[config.mk]
export PLATFORM = sky130hd
export DESIGN_NAME = dtc_timer
export DESIGN_NICKNAME = d
export VERILOG_FILES = /design/src/logic/dtc_pkg.sv /design/src/logic/dtc_phase_gen.sv /design/src/logic/dtc_ext_detect.sv /design/src/logic/dtc_timer.sv
export SDC_FILE = /design/constraint.sdc
export NUM_CORES = 1
export LEC_CHECK = 0
export ABC_CLOCK_PERIOD_IN_PS = 4500
export BUFFER_PORTS_ARGS = -buffer_cell sky130_fd_sc_hd__buf_2
export CAP_MARGIN = 20
export CORE_UTILIZATION = 60
export DETAILED_ROUTE_END_ITERATION = 6
export MAX_ROUTING_LAYER = met4
export PLACE_DENSITY = 0.85
export SLEW_MARGIN = 10
export SYNTH_ARGS = -nofsm -noshare
export SYNTH_HDL_FRONTEND = slang
export SYNTH_SLANG_ARGS = --single-unit
[constraint.sdc]
create_clock -name aclk -period 4.5 [get_ports aclk]
set_input_delay 0.675 -clock aclk [delete_from_list [all_inputs] [get_ports aclk]]
set_output_delay 0.675 -clock aclk [all_outputs]
set_load 0.1 [all_outputs]
[src/logic/dtc_pkg.sv]
// Constants, types and field layout of the dual timer/counter block
// Functional notes
// - Control byte: flags 7,5; run bits 6,4
// - Run bit low stops, high enables
// - Source select at mode bits 2 and 6
// - Internal tick: oscillator/12 on third phase
// - External source: each counter its own pin
// - Falling edge captured, synced at S5, ANDed S3
// - Power-down feeds pin edges straight through
// - Pin counting continues; carry ends power-down
// - Gate enables at mode bits 3 and 7
// - Gate low: run bit alone decides
// - Gate high: run bit and irq pin
// - Two independent 16-bit readable writable counters
// - Mode fields at bits 1:0 and 5:4
// - Mode 0 13-bit, mode 1 16-bit, carry flags
// - Mode 2: low byte reloads from high
// - Mode 3 splits counter 0, stops counter 1
package dtc_pkg;

	// ==========================================================
	// Register indices; byte address is four times the index
	localparam logic [7:0] IDX_TIMER_CONTROL = 8'h88;
	localparam logic [7:0] IDX_TIMER_MODE = 8'h89;
	localparam logic [7:0] IDX_COUNT0_LOW = 8'h8A;
	localparam logic [7:0] IDX_COUNT0_HIGH = 8'h8B;
	localparam logic [7:0] IDX_COUNT1_LOW = 8'h8C;
	localparam logic [7:0] IDX_COUNT1_HIGH = 8'h8D;
	localparam logic [7:0] IDX_POWER_CONTROL = 8'h8E;
	localparam logic [7:0] IDX_IRQ_STATUS = 8'h8F;
	localparam logic [7:0] IDX_IRQ_MASK = 8'h90;

	// ==========================================================
	// Field positions
	localparam int TC_OVF1 = 7;
	localparam int TC_RUN1 = 6;
	localparam int TC_OVF0 = 5;
	localparam int TC_RUN0 = 4;
	localparam int TM_CFG1_LSB = 4;
	localparam int TM_CFG0_LSB = 0;
	localparam int PC_SOFT = 0;
	localparam int PC_HARD = 1;
	localparam int IRQ_OVF0 = 0;
	localparam int IRQ_OVF1 = 1;
	localparam int IRQ_WAKE = 2;

	// ==========================================================
	// Reset values
	localparam logic [7:0] RST_BYTE = 8'h00;
	localparam logic [1:0] RST_POWER = 2'h0;
	localparam logic [2:0] RST_IRQ = 3'h0;

	// ==========================================================
	// Timing: one machine cycle is twelve oscillator periods
	localparam int MACHINE_PHASES = 12;
	localparam int PHASE_S3 = 4;
	localparam int PHASE_S5 = 8;

	// ==========================================================
	// Bus answers
	localparam logic [1:0] RESP_OKAY = 2'h0;
	localparam logic [1:0] RESP_SLVERR = 2'h2;

	// ==========================================================
	// Types
	typedef enum logic [1:0] {
		MODE_13BIT,
		MODE_16BIT,
		MODE_RELOAD,
		MODE_SPLIT
	} dtc_mode_e;

	typedef struct packed {
		logic gate;
		logic ext_src;
		logic mode_select_high;
		logic mode_select_low;
	} dtc_cfg_s;

	typedef struct packed {
		logic carry;
		logic [7:0] high;
		logic [7:0] low;
	} dtc_count_s;

endpackage

[src/logic/dtc_phase_gen.sv]
// State phase strobes of the machine cycle
`timescale 1ns/1ps
module dtc_phase_gen #(
	parameter int PHASES = dtc_pkg::MACHINE_PHASES,
	parameter int S3 = dtc_pkg::PHASE_S3,
	parameter int S5 = dtc_pkg::PHASE_S5
) (
	input wire logic aclk,
	input wire logic aresetn,
	input wire logic halt,
	output logic third_state_phase,
	output logic fifth_state_phase
);

	// Elaboration check of phase positions
	if (PHASES < 9 || PHASES > 16 ||
		S3 >= PHASES || S5 >= PHASES) begin : g_bad
		$error("dtc_phase_gen: phase parameters out of range");
	end

	localparam logic [3:0] LAST = 4'(PHASES - 1);
	localparam logic [3:0] P3 = 4'(S3);
	localparam logic [3:0] P5 = 4'(S5);

	logic [3:0] ph_q;

	// Phase counter frozen while the oscillator is stopped
	always_ff @(posedge aclk) begin
		if (!aresetn) begin
			ph_q <= 4'h0;
			third_state_phase <= 1'b0;
			fifth_state_phase <= 1'b0;
		end else begin
			if (!halt) begin
				ph_q <= (ph_q == LAST) ? 4'h0 : ph_q + 4'h1;
			end
			third_state_phase <= !halt && (ph_q == P3);
			fifth_state_phase <= !halt && (ph_q == P5);
		end
	end

	property p_s3_spacing;
		@(posedge aclk) disable iff (!aresetn)
		third_state_phase |=> !third_state_phase [*8];
	endproperty
	a_s3_spacing: assert property (p_s3_spacing)
		else $error("third phase strobes too close");

endmodule

[src/logic/dtc_ext_detect.sv]
// External count pin synchroniser and falling-edge detector
`timescale 1ns/1ps
module dtc_ext_detect (
	input wire logic aclk,
	input wire logic aresetn,
	input wire logic pin,
	input wire logic third_state_phase,
	input wire logic fifth_state_phase,
	input wire logic bypass,
	output logic pulse
);

	logic meta_q;
	logic sync_q;
	logic prev_q;
	logic edge_capture_flop_q;
	logic phase_sync_flop_q;
	wire fall = prev_q & ~sync_q;
	wire phase_pulse = phase_sync_flop_q & third_state_phase;

	// Normal path through the two flops, or the raw edge in power-down
	assign pulse = bypass ? fall : phase_pulse;

	// Pin synchroniser and edge flops; a new edge wins over the clear
	always_ff @(posedge aclk) begin
		if (!aresetn) begin
			meta_q <= 1'b1;
			sync_q <= 1'b1;
			prev_q <= 1'b1;
			edge_capture_flop_q <= 1'b0;
			phase_sync_flop_q <= 1'b0;
		end else begin
			meta_q <= pin;
			sync_q <= meta_q;
			prev_q <= sync_q;
			// Relies on 12-period pin phases for sampling
			edge_capture_flop_q <= !bypass &&
				(fall || (edge_capture_flop_q && !phase_pulse));
			if (fifth_state_phase) begin
				phase_sync_flop_q <= edge_capture_flop_q;
			end
		end
	end

	property p_edge_to_count;
		@(posedge aclk) disable iff (!aresetn)
		(fall && !bypass) |-> ##[1:25] (pulse || bypass);
	endproperty
	a_edge_to_count: assert property (p_edge_to_count)
		else $error("pin edge did not yield a count pulse");

endmodule

[src/logic/dtc_timer.sv]
// Dual timer/counter with AXI4-Lite register access
`timescale 1ns/1ps
module dtc_timer (
	input wire logic aclk,
	input wire logic aresetn,
	input wire logic [11:0] s_axi_awaddr,
	input wire logic s_axi_awvalid,
	output logic s_axi_awready,
	input wire logic [31:0] s_axi_wdata,
	input wire logic [3:0] s_axi_wstrb,
	input wire logic s_axi_wvalid,
	output logic s_axi_wready,
	output logic [1:0] s_axi_bresp,
	output logic s_axi_bvalid,
	input wire logic s_axi_bready,
	input wire logic [11:0] s_axi_araddr,
	input wire logic s_axi_arvalid,
	output logic s_axi_arready,
	output logic [31:0] s_axi_rdata,
	output logic [1:0] s_axi_rresp,
	output logic s_axi_rvalid,
	input wire logic s_axi_rready,
	input wire logic count_pin_zero,
	input wire logic count_pin_one,
	input wire logic ext_irq_pin_zero,
	input wire logic ext_irq_pin_one,
	output logic soft_power_down,
	output logic hard_power_down,
	output logic irq
);

	// ==========================================================
	// Helper functions

	// Word address match against a register index
	function automatic logic hit(logic [11:0] addr, logic [7:0] idx);
		return addr[11:2] == {2'h0, idx};
	endfunction

	// Any register of the map
	function automatic logic mapped(logic [11:0] addr);
		return addr[11:2] >= {2'h0, dtc_pkg::IDX_TIMER_CONTROL} &&
			addr[11:2] <= {2'h0, dtc_pkg::IDX_IRQ_MASK};
	endfunction

	// One count step of a counter in the given mode
	function automatic dtc_pkg::dtc_count_s count_step(
		dtc_pkg::dtc_mode_e m,
		logic [7:0] lo,
		logic [7:0] hi
	);
		dtc_pkg::dtc_count_s r;
		logic [16:0] w;
		r = '{carry: 1'b0, high: hi, low: lo};
		w = 17'h00000;
		case (m)
			dtc_pkg::MODE_13BIT: begin
				w = {4'h0, hi, lo[4:0]} + 17'h00001;
				r.low = {lo[7:5], w[4:0]};
				r.high = w[12:5];
				r.carry = w[13];
			end
			dtc_pkg::MODE_16BIT: begin
				w = {1'b0, hi, lo} + 17'h00001;
				r.low = w[7:0];
				r.high = w[15:8];
				r.carry = w[16];
			end
			dtc_pkg::MODE_RELOAD: begin
				r.carry = (lo == 8'hFF);
				r.low = r.carry ? hi : lo + 8'h01;
			end
			default: begin
				r.carry = (lo == 8'hFF);
				r.low = lo + 8'h01;
			end
		endcase
		return r;
	endfunction

	// ==========================================================
	// Registers
	logic [7:0] timer_control_q;
	logic [7:0] timer_mode_q;
	logic [7:0] c0_lo_q;
	logic [7:0] c0_hi_q;
	logic [7:0] c1_lo_q;
	logic [7:0] c1_hi_q;
	logic [1:0] power_q;
	logic [2:0] irq_status_q;
	logic [2:0] irq_mask_q;
	logic ext_irq_pin_zero_meta_q;
	logic ext_irq_pin_zero_q;
	logic ext_irq_pin_one_meta_q;
	logic ext_irq_pin_one_q;

	// Bus state
	logic aw_held_q;
	logic w_held_q;
	logic [11:0] awaddr_q;
	logic [7:0] wdata_q;
	logic wstrb0_q;

	// ==========================================================
	// AXI4-Lite write path
	wire aw_hs = s_axi_awvalid & s_axi_awready;
	wire w_hs = s_axi_wvalid & s_axi_wready;
	wire do_write = aw_held_q & w_held_q & ~s_axi_bvalid;
	wire wr_en = do_write & wstrb0_q;
	wire aw_held_d = aw_held_q ? ~do_write : aw_hs;
	wire w_held_d = w_held_q ? ~do_write : w_hs;
	wire bvalid_d = do_write | (s_axi_bvalid & ~s_axi_bready);

	// Per-register write strobes
	wire wr_tc = wr_en & hit(awaddr_q, dtc_pkg::IDX_TIMER_CONTROL);
	wire wr_tm = wr_en & hit(awaddr_q, dtc_pkg::IDX_TIMER_MODE);
	wire wr_c0l = wr_en & hit(awaddr_q, dtc_pkg::IDX_COUNT0_LOW);
	wire wr_c0h = wr_en & hit(awaddr_q, dtc_pkg::IDX_COUNT0_HIGH);
	wire wr_c1l = wr_en & hit(awaddr_q, dtc_pkg::IDX_COUNT1_LOW);
	wire wr_c1h = wr_en & hit(awaddr_q, dtc_pkg::IDX_COUNT1_HIGH);
	wire wr_pc = wr_en & hit(awaddr_q, dtc_pkg::IDX_POWER_CONTROL);
	wire wr_is = wr_en & hit(awaddr_q, dtc_pkg::IDX_IRQ_STATUS);
	wire wr_im = wr_en & hit(awaddr_q, dtc_pkg::IDX_IRQ_MASK);

	// Address and data holding, either order
	always_ff @(posedge aclk) begin
		if (!aresetn) begin
			aw_held_q <= 1'b0;
			w_held_q <= 1'b0;
			awaddr_q <= 12'h000;
			wdata_q <= dtc_pkg::RST_BYTE;
			wstrb0_q <= 1'b0;
		end else begin
			aw_held_q <= aw_held_d;
			w_held_q <= w_held_d;
			if (aw_hs) begin
				awaddr_q <= s_axi_awaddr;
			end
			if (w_hs) begin
				wdata_q <= s_axi_wdata[7:0];
				wstrb0_q <= s_axi_wstrb[0];
			end
		end
	end

	// Write handshake outputs and response
	always_ff @(posedge aclk) begin
		if (!aresetn) begin
			s_axi_awready <= 1'b0;
			s_axi_wready <= 1'b0;
			s_axi_bvalid <= 1'b0;
			s_axi_bresp <= dtc_pkg::RESP_OKAY;
		end else begin
			s_axi_awready <= ~aw_held_d;
			s_axi_wready <= ~w_held_d;
			s_axi_bvalid <= bvalid_d;
			if (do_write) begin
				s_axi_bresp <= mapped(awaddr_q) ? dtc_pkg::RESP_OKAY :
					dtc_pkg::RESP_SLVERR;
			end
		end
	end

	// ==========================================================
	// AXI4-Lite read path
	wire ar_hs = s_axi_arvalid & s_axi_arready;
	wire rvalid_d = ar_hs | (s_axi_rvalid & ~s_axi_rready);
	wire [11:0] ra = s_axi_araddr;
	wire [7:0] rd_byte =
		hit(ra, dtc_pkg::IDX_TIMER_CONTROL) ? timer_control_q :
		hit(ra, dtc_pkg::IDX_TIMER_MODE) ? timer_mode_q :
		hit(ra, dtc_pkg::IDX_COUNT0_LOW) ? c0_lo_q :
		hit(ra, dtc_pkg::IDX_COUNT0_HIGH) ? c0_hi_q :
		hit(ra, dtc_pkg::IDX_COUNT1_LOW) ? c1_lo_q :
		hit(ra, dtc_pkg::IDX_COUNT1_HIGH) ? c1_hi_q :
		hit(ra, dtc_pkg::IDX_POWER_CONTROL) ? {6'h00, power_q} :
		hit(ra, dtc_pkg::IDX_IRQ_STATUS) ? {5'h00, irq_status_q} :
		hit(ra, dtc_pkg::IDX_IRQ_MASK) ? {5'h00, irq_mask_q} :
		8'h00;

	// Read answer one cycle after the address is taken
	always_ff @(posedge aclk) begin
		if (!aresetn) begin
			s_axi_arready <= 1'b0;
			s_axi_rvalid <= 1'b0;
			s_axi_rdata <= 32'h00000000;
			s_axi_rresp <= dtc_pkg::RESP_OKAY;
		end else begin
			s_axi_arready <= ~rvalid_d;
			s_axi_rvalid <= rvalid_d;
			if (ar_hs) begin
				s_axi_rdata <= {24'h000000, rd_byte};
				s_axi_rresp <= mapped(ra) ? dtc_pkg::RESP_OKAY :
					dtc_pkg::RESP_SLVERR;
			end
		end
	end

	// ==========================================================
	// Phase strobes and pin detectors
	logic s3;
	logic s5;
	logic ext0_pulse;
	logic ext1_pulse;
	wire pd = |power_q;

	// Oscillator stops in either power-down state
	dtc_phase_gen u_phase (
		.aclk(aclk),
		.aresetn(aresetn),
		.halt(pd),
		.third_state_phase(s3),
		.fifth_state_phase(s5)
	);

	dtc_ext_detect u_det0 (
		.aclk(aclk),
		.aresetn(aresetn),
		.pin(count_pin_zero),
		.third_state_phase(s3),
		.fifth_state_phase(s5),
		.bypass(pd),
		.pulse(ext0_pulse)
	);

	dtc_ext_detect u_det1 (
		.aclk(aclk),
		.aresetn(aresetn),
		.pin(count_pin_one),
		.third_state_phase(s3),
		.fifth_state_phase(s5),
		.bypass(pd),
		.pulse(ext1_pulse)
	);

	// ==========================================================
	// Count control
	wire dtc_pkg::dtc_cfg_s cfg0 = timer_mode_q[dtc_pkg::TM_CFG0_LSB +: 4];
	wire dtc_pkg::dtc_cfg_s cfg1 = timer_mode_q[dtc_pkg::TM_CFG1_LSB +: 4];
	wire dtc_pkg::dtc_mode_e mode0 = dtc_pkg::dtc_mode_e'(
		{cfg0.mode_select_high, cfg0.mode_select_low});
	wire dtc_pkg::dtc_mode_e mode1 = dtc_pkg::dtc_mode_e'(
		{cfg1.mode_select_high, cfg1.mode_select_low});
	wire run_bit_zero = timer_control_q[dtc_pkg::TC_RUN0];
	wire run_bit_one = timer_control_q[dtc_pkg::TC_RUN1];
	wire split0 = (mode0 == dtc_pkg::MODE_SPLIT);

	// Run bit, qualified by the irq pin only when gated
	wire en0 = run_bit_zero & (~cfg0.gate | ext_irq_pin_zero_q);
	wire en1 = run_bit_one & (~cfg1.gate | ext_irq_pin_one_q) & ~split0 &
		(mode1 != dtc_pkg::MODE_SPLIT);

	// Tick source: machine cycle or the own pin
	// Strobe is registered and lags the halt one edge, so mask it here
	wire s3_run = s3 & ~pd;
	wire tick0 = en0 & (cfg0.ext_src ? ext0_pulse : s3_run);
	wire tick1 = en1 & (cfg1.ext_src ? ext1_pulse : s3_run);
	wire tick0h = split0 & run_bit_one & s3_run;

	wire dtc_pkg::dtc_count_s step0 = count_step(mode0, c0_lo_q, c0_hi_q);
	wire dtc_pkg::dtc_count_s step1 = count_step(mode1, c1_lo_q, c1_hi_q);
	wire carry0 = tick0 & step0.carry;
	wire carry0h = tick0h & (c0_hi_q == 8'hFF);
	wire carry1 = (tick1 & step1.carry) | carry0h;

	// Carry during power-down wakes the processor
	wire wake = pd & (carry0 | carry1);

	// ==========================================================
	// Counter next values; a software write beats a count
	wire [7:0] c0_lo_d = wr_c0l ? wdata_q : tick0 ? step0.low : c0_lo_q;
	wire [7:0] c0_hi_d = wr_c0h ? wdata_q :
		tick0h ? c0_hi_q + 8'h01 :
		tick0 ? step0.high : c0_hi_q;
	wire [7:0] c1_lo_d = wr_c1l ? wdata_q : tick1 ? step1.low : c1_lo_q;
	wire [7:0] c1_hi_d = wr_c1h ? wdata_q : tick1 ? step1.high : c1_hi_q;

	// Control byte with flags; a carry wins over a clearing write
	wire [7:0] tc_base = wr_tc ? wdata_q : timer_control_q;
	wire [7:0] tc_d = tc_base |
		(8'(carry1) << dtc_pkg::TC_OVF1) |
		(8'(carry0) << dtc_pkg::TC_OVF0);

	wire [1:0] power_d = wake ? 2'h0 : wr_pc ? wdata_q[1:0] : power_q;
	wire [2:0] events = {wake, carry1, carry0};
	wire [2:0] irq_clear = wr_is ? wdata_q[2:0] : 3'h0;
	wire [2:0] irq_status_d = (irq_status_q & ~irq_clear) | events;

	// Counter registers
	always_ff @(posedge aclk) begin
		if (!aresetn) begin
			c0_lo_q <= dtc_pkg::RST_BYTE;
			c0_hi_q <= dtc_pkg::RST_BYTE;
			c1_lo_q <= dtc_pkg::RST_BYTE;
			c1_hi_q <= dtc_pkg::RST_BYTE;
		end else begin
			c0_lo_q <= c0_lo_d;
			c0_hi_q <= c0_hi_d;
			c1_lo_q <= c1_lo_d;
			c1_hi_q <= c1_hi_d;
		end
	end

	// Control, power and interrupt registers
	always_ff @(posedge aclk) begin
		if (!aresetn) begin
			timer_control_q <= dtc_pkg::RST_BYTE;
			timer_mode_q <= dtc_pkg::RST_BYTE;
			power_q <= dtc_pkg::RST_POWER;
			irq_status_q <= dtc_pkg::RST_IRQ;
			irq_mask_q <= dtc_pkg::RST_IRQ;
		end else begin
			timer_control_q <= tc_d;
			timer_mode_q <= wr_tm ? wdata_q : timer_mode_q;
			power_q <= power_d;
			irq_status_q <= irq_status_d;
			irq_mask_q <= wr_im ? wdata_q[2:0] : irq_mask_q;
		end
	end

	// Gate pin synchronisers and registered outputs
	always_ff @(posedge aclk) begin
		if (!aresetn) begin
			ext_irq_pin_zero_meta_q <= 1'b0;
			ext_irq_pin_zero_q <= 1'b0;
			ext_irq_pin_one_meta_q <= 1'b0;
			ext_irq_pin_one_q <= 1'b0;
			soft_power_down <= 1'b0;
			hard_power_down <= 1'b0;
			irq <= 1'b0;
		end else begin
			ext_irq_pin_zero_meta_q <= ext_irq_pin_zero;
			ext_irq_pin_zero_q <= ext_irq_pin_zero_meta_q;
			ext_irq_pin_one_meta_q <= ext_irq_pin_one;
			ext_irq_pin_one_q <= ext_irq_pin_one_meta_q;
			soft_power_down <= power_d[dtc_pkg::PC_SOFT];
			hard_power_down <= power_d[dtc_pkg::PC_HARD];
			irq <= |(irq_status_d & irq_mask_q);
		end
	end

	// ==========================================================
	// Assertions
	property p_stop;
		@(posedge aclk) disable iff (!aresetn)
		(!run_bit_zero && !split0 && !wr_c0l && !wr_c0h)
			|=> $stable({c0_hi_q, c0_lo_q});
	endproperty
	a_stop: assert property (p_stop)
		else $error("counter 0 moved while stopped");

	property p_gate_hold;
		@(posedge aclk) disable iff (!aresetn)
		(cfg0.gate && !ext_irq_pin_zero_q && !split0 && !wr_c0l && !wr_c0h)
			|=> $stable({c0_hi_q, c0_lo_q});
	endproperty
	a_gate_hold: assert property (p_gate_hold)
		else $error("gated counter 0 moved with pin low");

	property p_int_source;
		@(posedge aclk) disable iff (!aresetn)
		(tick0 && !cfg0.ext_src) |-> s3 && !pd;
	endproperty
	a_int_source: assert property (p_int_source)
		else $error("internal tick off the third phase");

	property p_flag_set;
		@(posedge aclk) disable iff (!aresetn)
		carry0 |=> timer_control_q[dtc_pkg::TC_OVF0];
	endproperty
	a_flag_set: assert property (p_flag_set)
		else $error("overflow flag zero not set on carry");

	property p_reload;
		@(posedge aclk) disable iff (!aresetn)
		(tick0 && mode0 == dtc_pkg::MODE_RELOAD && c0_lo_q == 8'hFF &&
			!wr_c0l) |=> c0_lo_q == $past(c0_hi_q);
	endproperty
	a_reload: assert property (p_reload)
		else $error("mode 2 did not reload from high byte");

	property p_split_stop;
		@(posedge aclk) disable iff (!aresetn)
		(split0 && !wr_c1l && !wr_c1h) |=> $stable({c1_hi_q, c1_lo_q});
	endproperty
	a_split_stop: assert property (p_split_stop)
		else $error("counter 1 ran while counter 0 split");

	property p_wake;
		@(posedge aclk) disable iff (!aresetn)
		(pd && (carry0 || carry1)) |=> !soft_power_down && !hard_power_down
			&& irq_status_q[dtc_pkg::IRQ_WAKE];
	endproperty
	a_wake: assert property (p_wake)
		else $error("carry did not end power-down");

	property p_mode13;
		@(posedge aclk) disable iff (!aresetn)
		(tick0 && mode0 == dtc_pkg::MODE_13BIT && !wr_c0l && !wr_c0h &&
			!tick0h) |=> c0_lo_q[7:5] == $past(c0_lo_q[7:5]);
	endproperty
	a_mode13: assert property (p_mode13)
		else $error("13-bit mode touched upper low bits");

	c_reload: cover property (@(posedge aclk) disable iff (!aresetn)
		tick0 && mode0 == dtc_pkg::MODE_RELOAD && step0.carry);
	c_split_carry: cover property (@(posedge aclk) disable iff (!aresetn)
		carry0h);
	c_wake: cover property (@(posedge aclk) disable iff (!aresetn)
		wake);
	c_ext_count: cover property (@(posedge aclk) disable iff (!aresetn)
		tick1 && cfg1.ext_src);

endmodule

Yosys cells after proc, flatten, opt, wreduce, memory -nomap -nowiden
Index checks and enable logic that the tools add are counted.

Flip-flop bits (word level): 119. Input bits: 71. Word-level logic and storage cells: 213.

Add/sub/neg operators: 8. $lt $le $gt $ge: 4. Eq/ne operators: 32. Muxes and demuxes: 39. Bitwise operators: 59. Reduce and logical (&&, ||, !) cells: 27.

Operators with widths (number): 10-bit by 8-bit == test with 1-bit output (second input constant) (18); 8-bit 2-to-1 mux (18); 8-bit case mux with 3 select lines (2); 16-bit by 1-bit adder with 17-bit output (second input constant) (2); 1-bit bitwise AND (34); 8-bit case mux with 2 select lines (2); 13-bit by 1-bit adder with 14-bit output (second input constant) (2); 8-bit by 1-bit adder with 8-bit output (second input constant) (3); 8-bit == test (second input constant) (3); 10-bit by 8-bit greater-or-equal comparator with 1-bit output (second input constant) (2); 10-bit by 8-bit <= comparator with 1-bit output (second input constant) (2); 1-bit inverter (13); 3-bit 2-to-1 mux (4); 4-bit == test (second input constant) (2); 1-bit logical AND (8); 2-bit 2-to-1 mux (4); 8-bit by 6-bit OR with 8-bit output (1); 8-bit OR (1); 2-bit AND reduction (4); 3-bit bitwise AND (2); 2-bit == test (second input constant) (3); 1-bit 2-to-1 mux (6); 2-bit != test (second input constant) (3); 1-bit OR (6); other kinds (15) (24).

Depth between registers and ports, before layout
Depth in word-level cells: 13. Mapped depth: 9.

By module
From an unflattened synthesis, not the netlist that was laid out.

Cell total of the unflattened synthesis: 753. Area, all modules: 6157.2 µm².

Modules (own cells, without submodules): dtc_timer (instances 1, cells an instance 691, area an instance 5517.8 µm², sequential area each 1941.9 µm²); dtc_ext_detect (instances 2, cells an instance 16, area an instance 180.2 µm², sequential area each 100.1 µm²); dtc_phase_gen (instances 1, cells an instance 30, area an instance 279.0 µm², sequential area each 120.1 µm²).

Least setup slack after synthesis
Ideal clock, no wire load.

Kind: register to register. Start: register power_q[0]. End: register c1_hi_q[5]. Arrival: 2718 ps. Data required time: 4414 ps. Slack: 1697 ps. Cell stages (with the launch flop): 8. Buffers on the path: 1. Path through: dfxtp_1 -> or2_2 -> clkbuf_1 -> nand3_1 -> a211oi_1 -> nand4_1 -> xor2_1 -> a211oi_1.

Longest elaborated chain between the ends: 7.

RTL lines: start: declaration (line dtc_timer.sv:89) `logic [1:0] power_q;`; start signal: assignment (line dtc_timer.sv:309) `power_q <= dtc_pkg::RST_POWER;`; start signal: assignment (line dtc_timer.sv:315) `power_q <= power_d;`; 2-bit OR reduction * (line dtc_timer.sv:205) `wire pd = |power_q;`; 1-bit inverter (line dtc_timer.sv:255) `wire s3_run = s3 & ~pd;`; 1-bit bitwise AND (line dtc_timer.sv:255); 1-bit 2-to-1 mux * (line dtc_timer.sv:257) `wire tick1 = en1 & (cfg1.ext_src ? ext1_pulse : s3_run);`; 1-bit bitwise AND * (line dtc_timer.sv:257); 2-bit nonzero test (no source line) *; 2-bit AND reduction (no source line) *; end signal: assignment (line dtc_timer.sv:295) `c1_hi_q <= dtc_pkg::RST_BYTE;`; end signal: assignment (line dtc_timer.sv:300) `c1_hi_q <= c1_hi_d;`; end: declaration (line dtc_timer.sv:88) `logic [7:0] c1_hi_q;`.

Mark *: on every way between the ends. The rest lies on a longest branch, timed or not. A chain may end at the register's enable or synchronous reset.

Final worst setup path
Start: register power_q[0]. End: register power_q[0].

Longest elaborated chain between the ends: 10.

RTL lines: 2-bit OR reduction (line dtc_timer.sv:205); 1-bit inverter (line dtc_timer.sv:255); 1-bit bitwise AND (line dtc_timer.sv:255); 1-bit 2-to-1 mux (line dtc_timer.sv:257); 1-bit bitwise AND (line dtc_timer.sv:257); 1-bit bitwise AND (line dtc_timer.sv:264) `wire carry1 = (tick1 & step1.carry) | carry0h;`; 1-bit OR (line dtc_timer.sv:264); 1-bit OR (line dtc_timer.sv:267) `wire wake = pd & (carry0 | carry1);`; 1-bit bitwise AND (line dtc_timer.sv:267); 2-bit 2-to-1 mux * (line dtc_timer.sv:284) `wire [1:0] power_d = wake ? 2'h0 : wr_pc ? wdata_q[1:0] : power_q;`.

Marked as above.

==> impl_metrics.json <==
{
  "slowest_stage": "a21oi_1",
  "start_kind": "flip-flop",
  "power.density_nw_per_um2": 386.3,
  "p_total_uw": 2682,
  "final.setup.tns_ns": 0,
  "post_cts_buffers": 0,
  "viasPerCell": 6.277,
  "wl_mm": 17.38,
  "fin_crit_sh": 0.6425,
  "synthCells": 799,
  "cp-end-kind": "flip-flop",
  "crit_top_cell": "a21oi_1",
  "core_sq_um": 9819,
  "grt_usage": 0.3533,
  "status": "finished, final reports clean",
  "clockBufferDepth": 2,
  "slew_headroom": 0.3449,
  "syn_avg_cell_area_sq_um": 7.678,
  "regMostFlops": "awaddr_q",
  "maxCapViolations": 0,
  "antennaDiodeCount": 0,
  "via_count": 6139,
  "worst-path-stages": 6,
  "gp_congestion": 0.9927,
  "hold_path_class": "input port to flip-flop",
  "multi_input_area_sq_um": 3540,
  "rows": 36,
  "final_layout_size_suffix_gt1_frac": 0.1325,
  "finClkSkew_ns": 0.008917,
  "synth_ff_type": "dfxtp_1",
  "timing.final.crit_period_ns": 2.891,
  "grt_max_degree": 43,
  "synthDominantCellAreaShare": 0.3688,
  "antenna_found_initial": 0,
  "seq_area_sq_um": 2262,
  "yosys.area.top_type": "dfxtp_1",
  "pre_cts_ws_ns": 1.718,
  "ff2ff_path_depth": 6,
  "dr.pass1.iters": 6,
  "startpoint": "power_q[0]",
  "synthMuxAreaShare": 0.04956,
  "die_x_um": 103.1,
  "ir_drop_mv": 0.2783,
  "cts_root_buf": "clkbuf_8",
  "synth_edf_count": 0,
  "hp-start": "count_pin_one",
  "grt_pass1_vias": 5665,
  "cts_buffers": 17,
  "synth_cell_type_count": 69,
  "synthTopCellsByArea": "dfxtp_1 37%, nand2_1 9.1%, a21oi_1 6.1%",
  "initial_core_util": 0.6247,
  "synthAdderAreaFrac": 0.01020,
  "rsz0062_at_grt": "no",
  "detail_route.wl_per_cell_um": 17.77,
  "regToRegStartpoint": "power_q[0]",
  "clkSinkCount": 113,
  "fmax_mhz": 345.9,
  "crit_family": "compound AO/OA/AOI/OAI gates",
  "slew_viol_final": 0,
  "async_reset_ff_frac": 0,
  "post_cts_resize_count": 0,
  "cts_tree": "yes",
  "dieArea_sq_um": 10630,
  "syn-cell-area_sq_um": 6135,
  "h-tree-depth": 4,
  "nFillCells": 780,
  "ys_seq_area_frac": 0.3688,
  "drc": 0,
  "ff2ff_setup_slack_ns": 1.61,
  "whs_path_depth": 2,
  "ant_nets": 0,
  "port_buffers": 57,
  "synth-simple-area-share": 0.2749,
  "nets": 908,
  "clkLatencyLatePin_ns": 0.53,
  "worst_pin_slew_ns": 0.9767,
  "path_clk_slew_ns": 0.06,
  "syn_to_final_growth_pct": 13.16,
  "largest_reg_flops": 10,
  "ys_warn_count": 0,
  "critPathKind": "flip-flop to flip-flop",
  "pin_count": 115,
  "ys_ff_latch": 113,
  "dp_hpwl_mm": 11.94,
  "global_route.overflow_total": 0,
  "fp.dieH_um": 103.1,
  "holdBufCountCts": 0,
  "synth_top_family_by_area": "simple AND/OR/NAND/NOR gates",
  "p_leak_uw": 0.002483,
  "grt_pass1_wl_mm": 27.50,
  "drt_iter0_markers": 643,
  "crit_chain": "nor2_1 > nand3_1 > a21oi_1 > o21ai_0 > a21oi_1 > nor3_1",
  "layout_setup_ws_ns": 1.609,
  "setup_viol": 0,
  "synth_compound_area_frac": 0.1968,
  "slowest_delay_ns": 0.69,
  "critPathBufInv": 0,
  "crit_required_ns": 4.88,
  "hold_viol": 0,
  "synth_xor_area_frac": 0.02855,
  "crit_arrival_ns": 3.28,
  "cp_max_fo": 9
}
[stage by stage]
stage / util / hold WS, ns / std cells / area [sq um]
global route: 0.7069 / 0.3561 / 978 / 6942
CTS: 0.7063 / 0.3237 / 978 / 6935
detailed placement: 0.6446 / 0.4047 / 946 / 6330
finish: 0.7069 / 0.3253 / 978 / 6942
floorplan: - / 0.3863 / 824 / 6228
global placement: 0.6446 / 0.3971 / 946 / 6330
[synth_stat cells, types with 4 or more instances]
master    instances
nor2b_1           7
nor3b_1           5
o211ai_1         11
nor4_1            8
and3_1            7
a211oi_1         20
a31oi_1           8
and4_1            6
nor2_1           67
nand2_1         149
nor3_1           20
nand3_1          25
a21oi_1          75
mux4_2            4
o22ai_1          17
ha_1              5
inv_1            15
buf_4            26
clkbuf_1         40
and2_1           13
xor2_1           18
dfxtp_1         113
o21ai_0          28
mux2i_1          18
nand2b_1         14
nand4_1          10
or2_2             6
[cell families (layout without fill, tap and decap cells)]
| kind of cell | after synthesis | count (layout) |
|---|---|---|
| other | 1 | 26 |
| buffers and inverters | 87 | 108 |
| AO/OA/AOI/OAI | 193 | 193 |
| XOR/XNOR | 20 | 20 |
| multiplexers | 25 | 25 |
| flip-flops | 113 | 113 |
| adder cells (fa/ha/maj) | 5 | 5 |
| AND/OR/NAND/NOR | 355 | 355 |
[report_power, final]
group          leakage [uW]  internal (uW)  total, uW  switching [uW]
Sequential         0.000917           1020       1050            28.2
Clock              0.000286            868       1370             502
Combinational       0.00128           46.8        259             212
[per-layer routing]
| layer | vias to the layer above | GRT usage | wire, um |
|---|---|---|---|
| met1 | 2813 | 0.4228 | 6650 |
| li1 | 2865 | - | - |
| met4 | 0 | 0.2026 | 907 |
| met3 | 89 | 0.06508 | 1618 |
| met5 | - | - | 0 |
| met2 | 372 | 0.5585 | 8198 |
[layout make-up]
| cell class | instances | area share |
|---|---|---|
| Multi-Input combinational cell | 624 | 0.5099 |
| Sequential cell | 113 | 0.3259 |
| Clock buffer | 19 | 0.06218 |
| Timing Repair Buffer | 60 | 0.04434 |
| Clock inverter | 13 | 0.02505 |
| Tap cell | 133 | 0.02397 |
| Inverter | 16 | 0.008652 |
[path summary, 6_finish.rpt]
check | to
worst max-delay path | power_q[0]
worst min-delay path | u_det1.meta_q
worst max register to register | power_q[0]
worst min register to register | u_det1.sync_q
[layout by cell type, fill, tap and decap left out, types with 5 or more instances in the layout]
master | netlist | layout
nand2_1 | 149 | 149
dfxtp_1 | 113 | 113
a21oi_1 | 75 | 75
nor2_1 | 67 | 67
buf_2 | 1 | 57
o21ai_0 | 28 | 28
conb_1 | 1 | 26
nand3_1 | 25 | 25
a211oi_1 | 20 | 20
nor3_1 | 20 | 20
xor2_1 | 18 | 18
mux2i_1 | 18 | 18
o22ai_1 | 17 | 17
clkbuf_16 | 0 | 16
inv_1 | 15 | 15
nand2b_1 | 14 | 14
and2_1 | 13 | 13
o211ai_1 | 11 | 11
nand4_1 | 10 | 10
a31oi_1 | 8 | 8
nor2b_1 | 7 | 7
nor4_1 | 8 | 7
and3_1 | 7 | 7
or2_2 | 6 | 6
and4_1 | 6 | 6
nor3b_1 | 5 | 5
ha_1 | 5 | 5
inv_6 | 0 | 5
(Power assumes the default switching activity.)
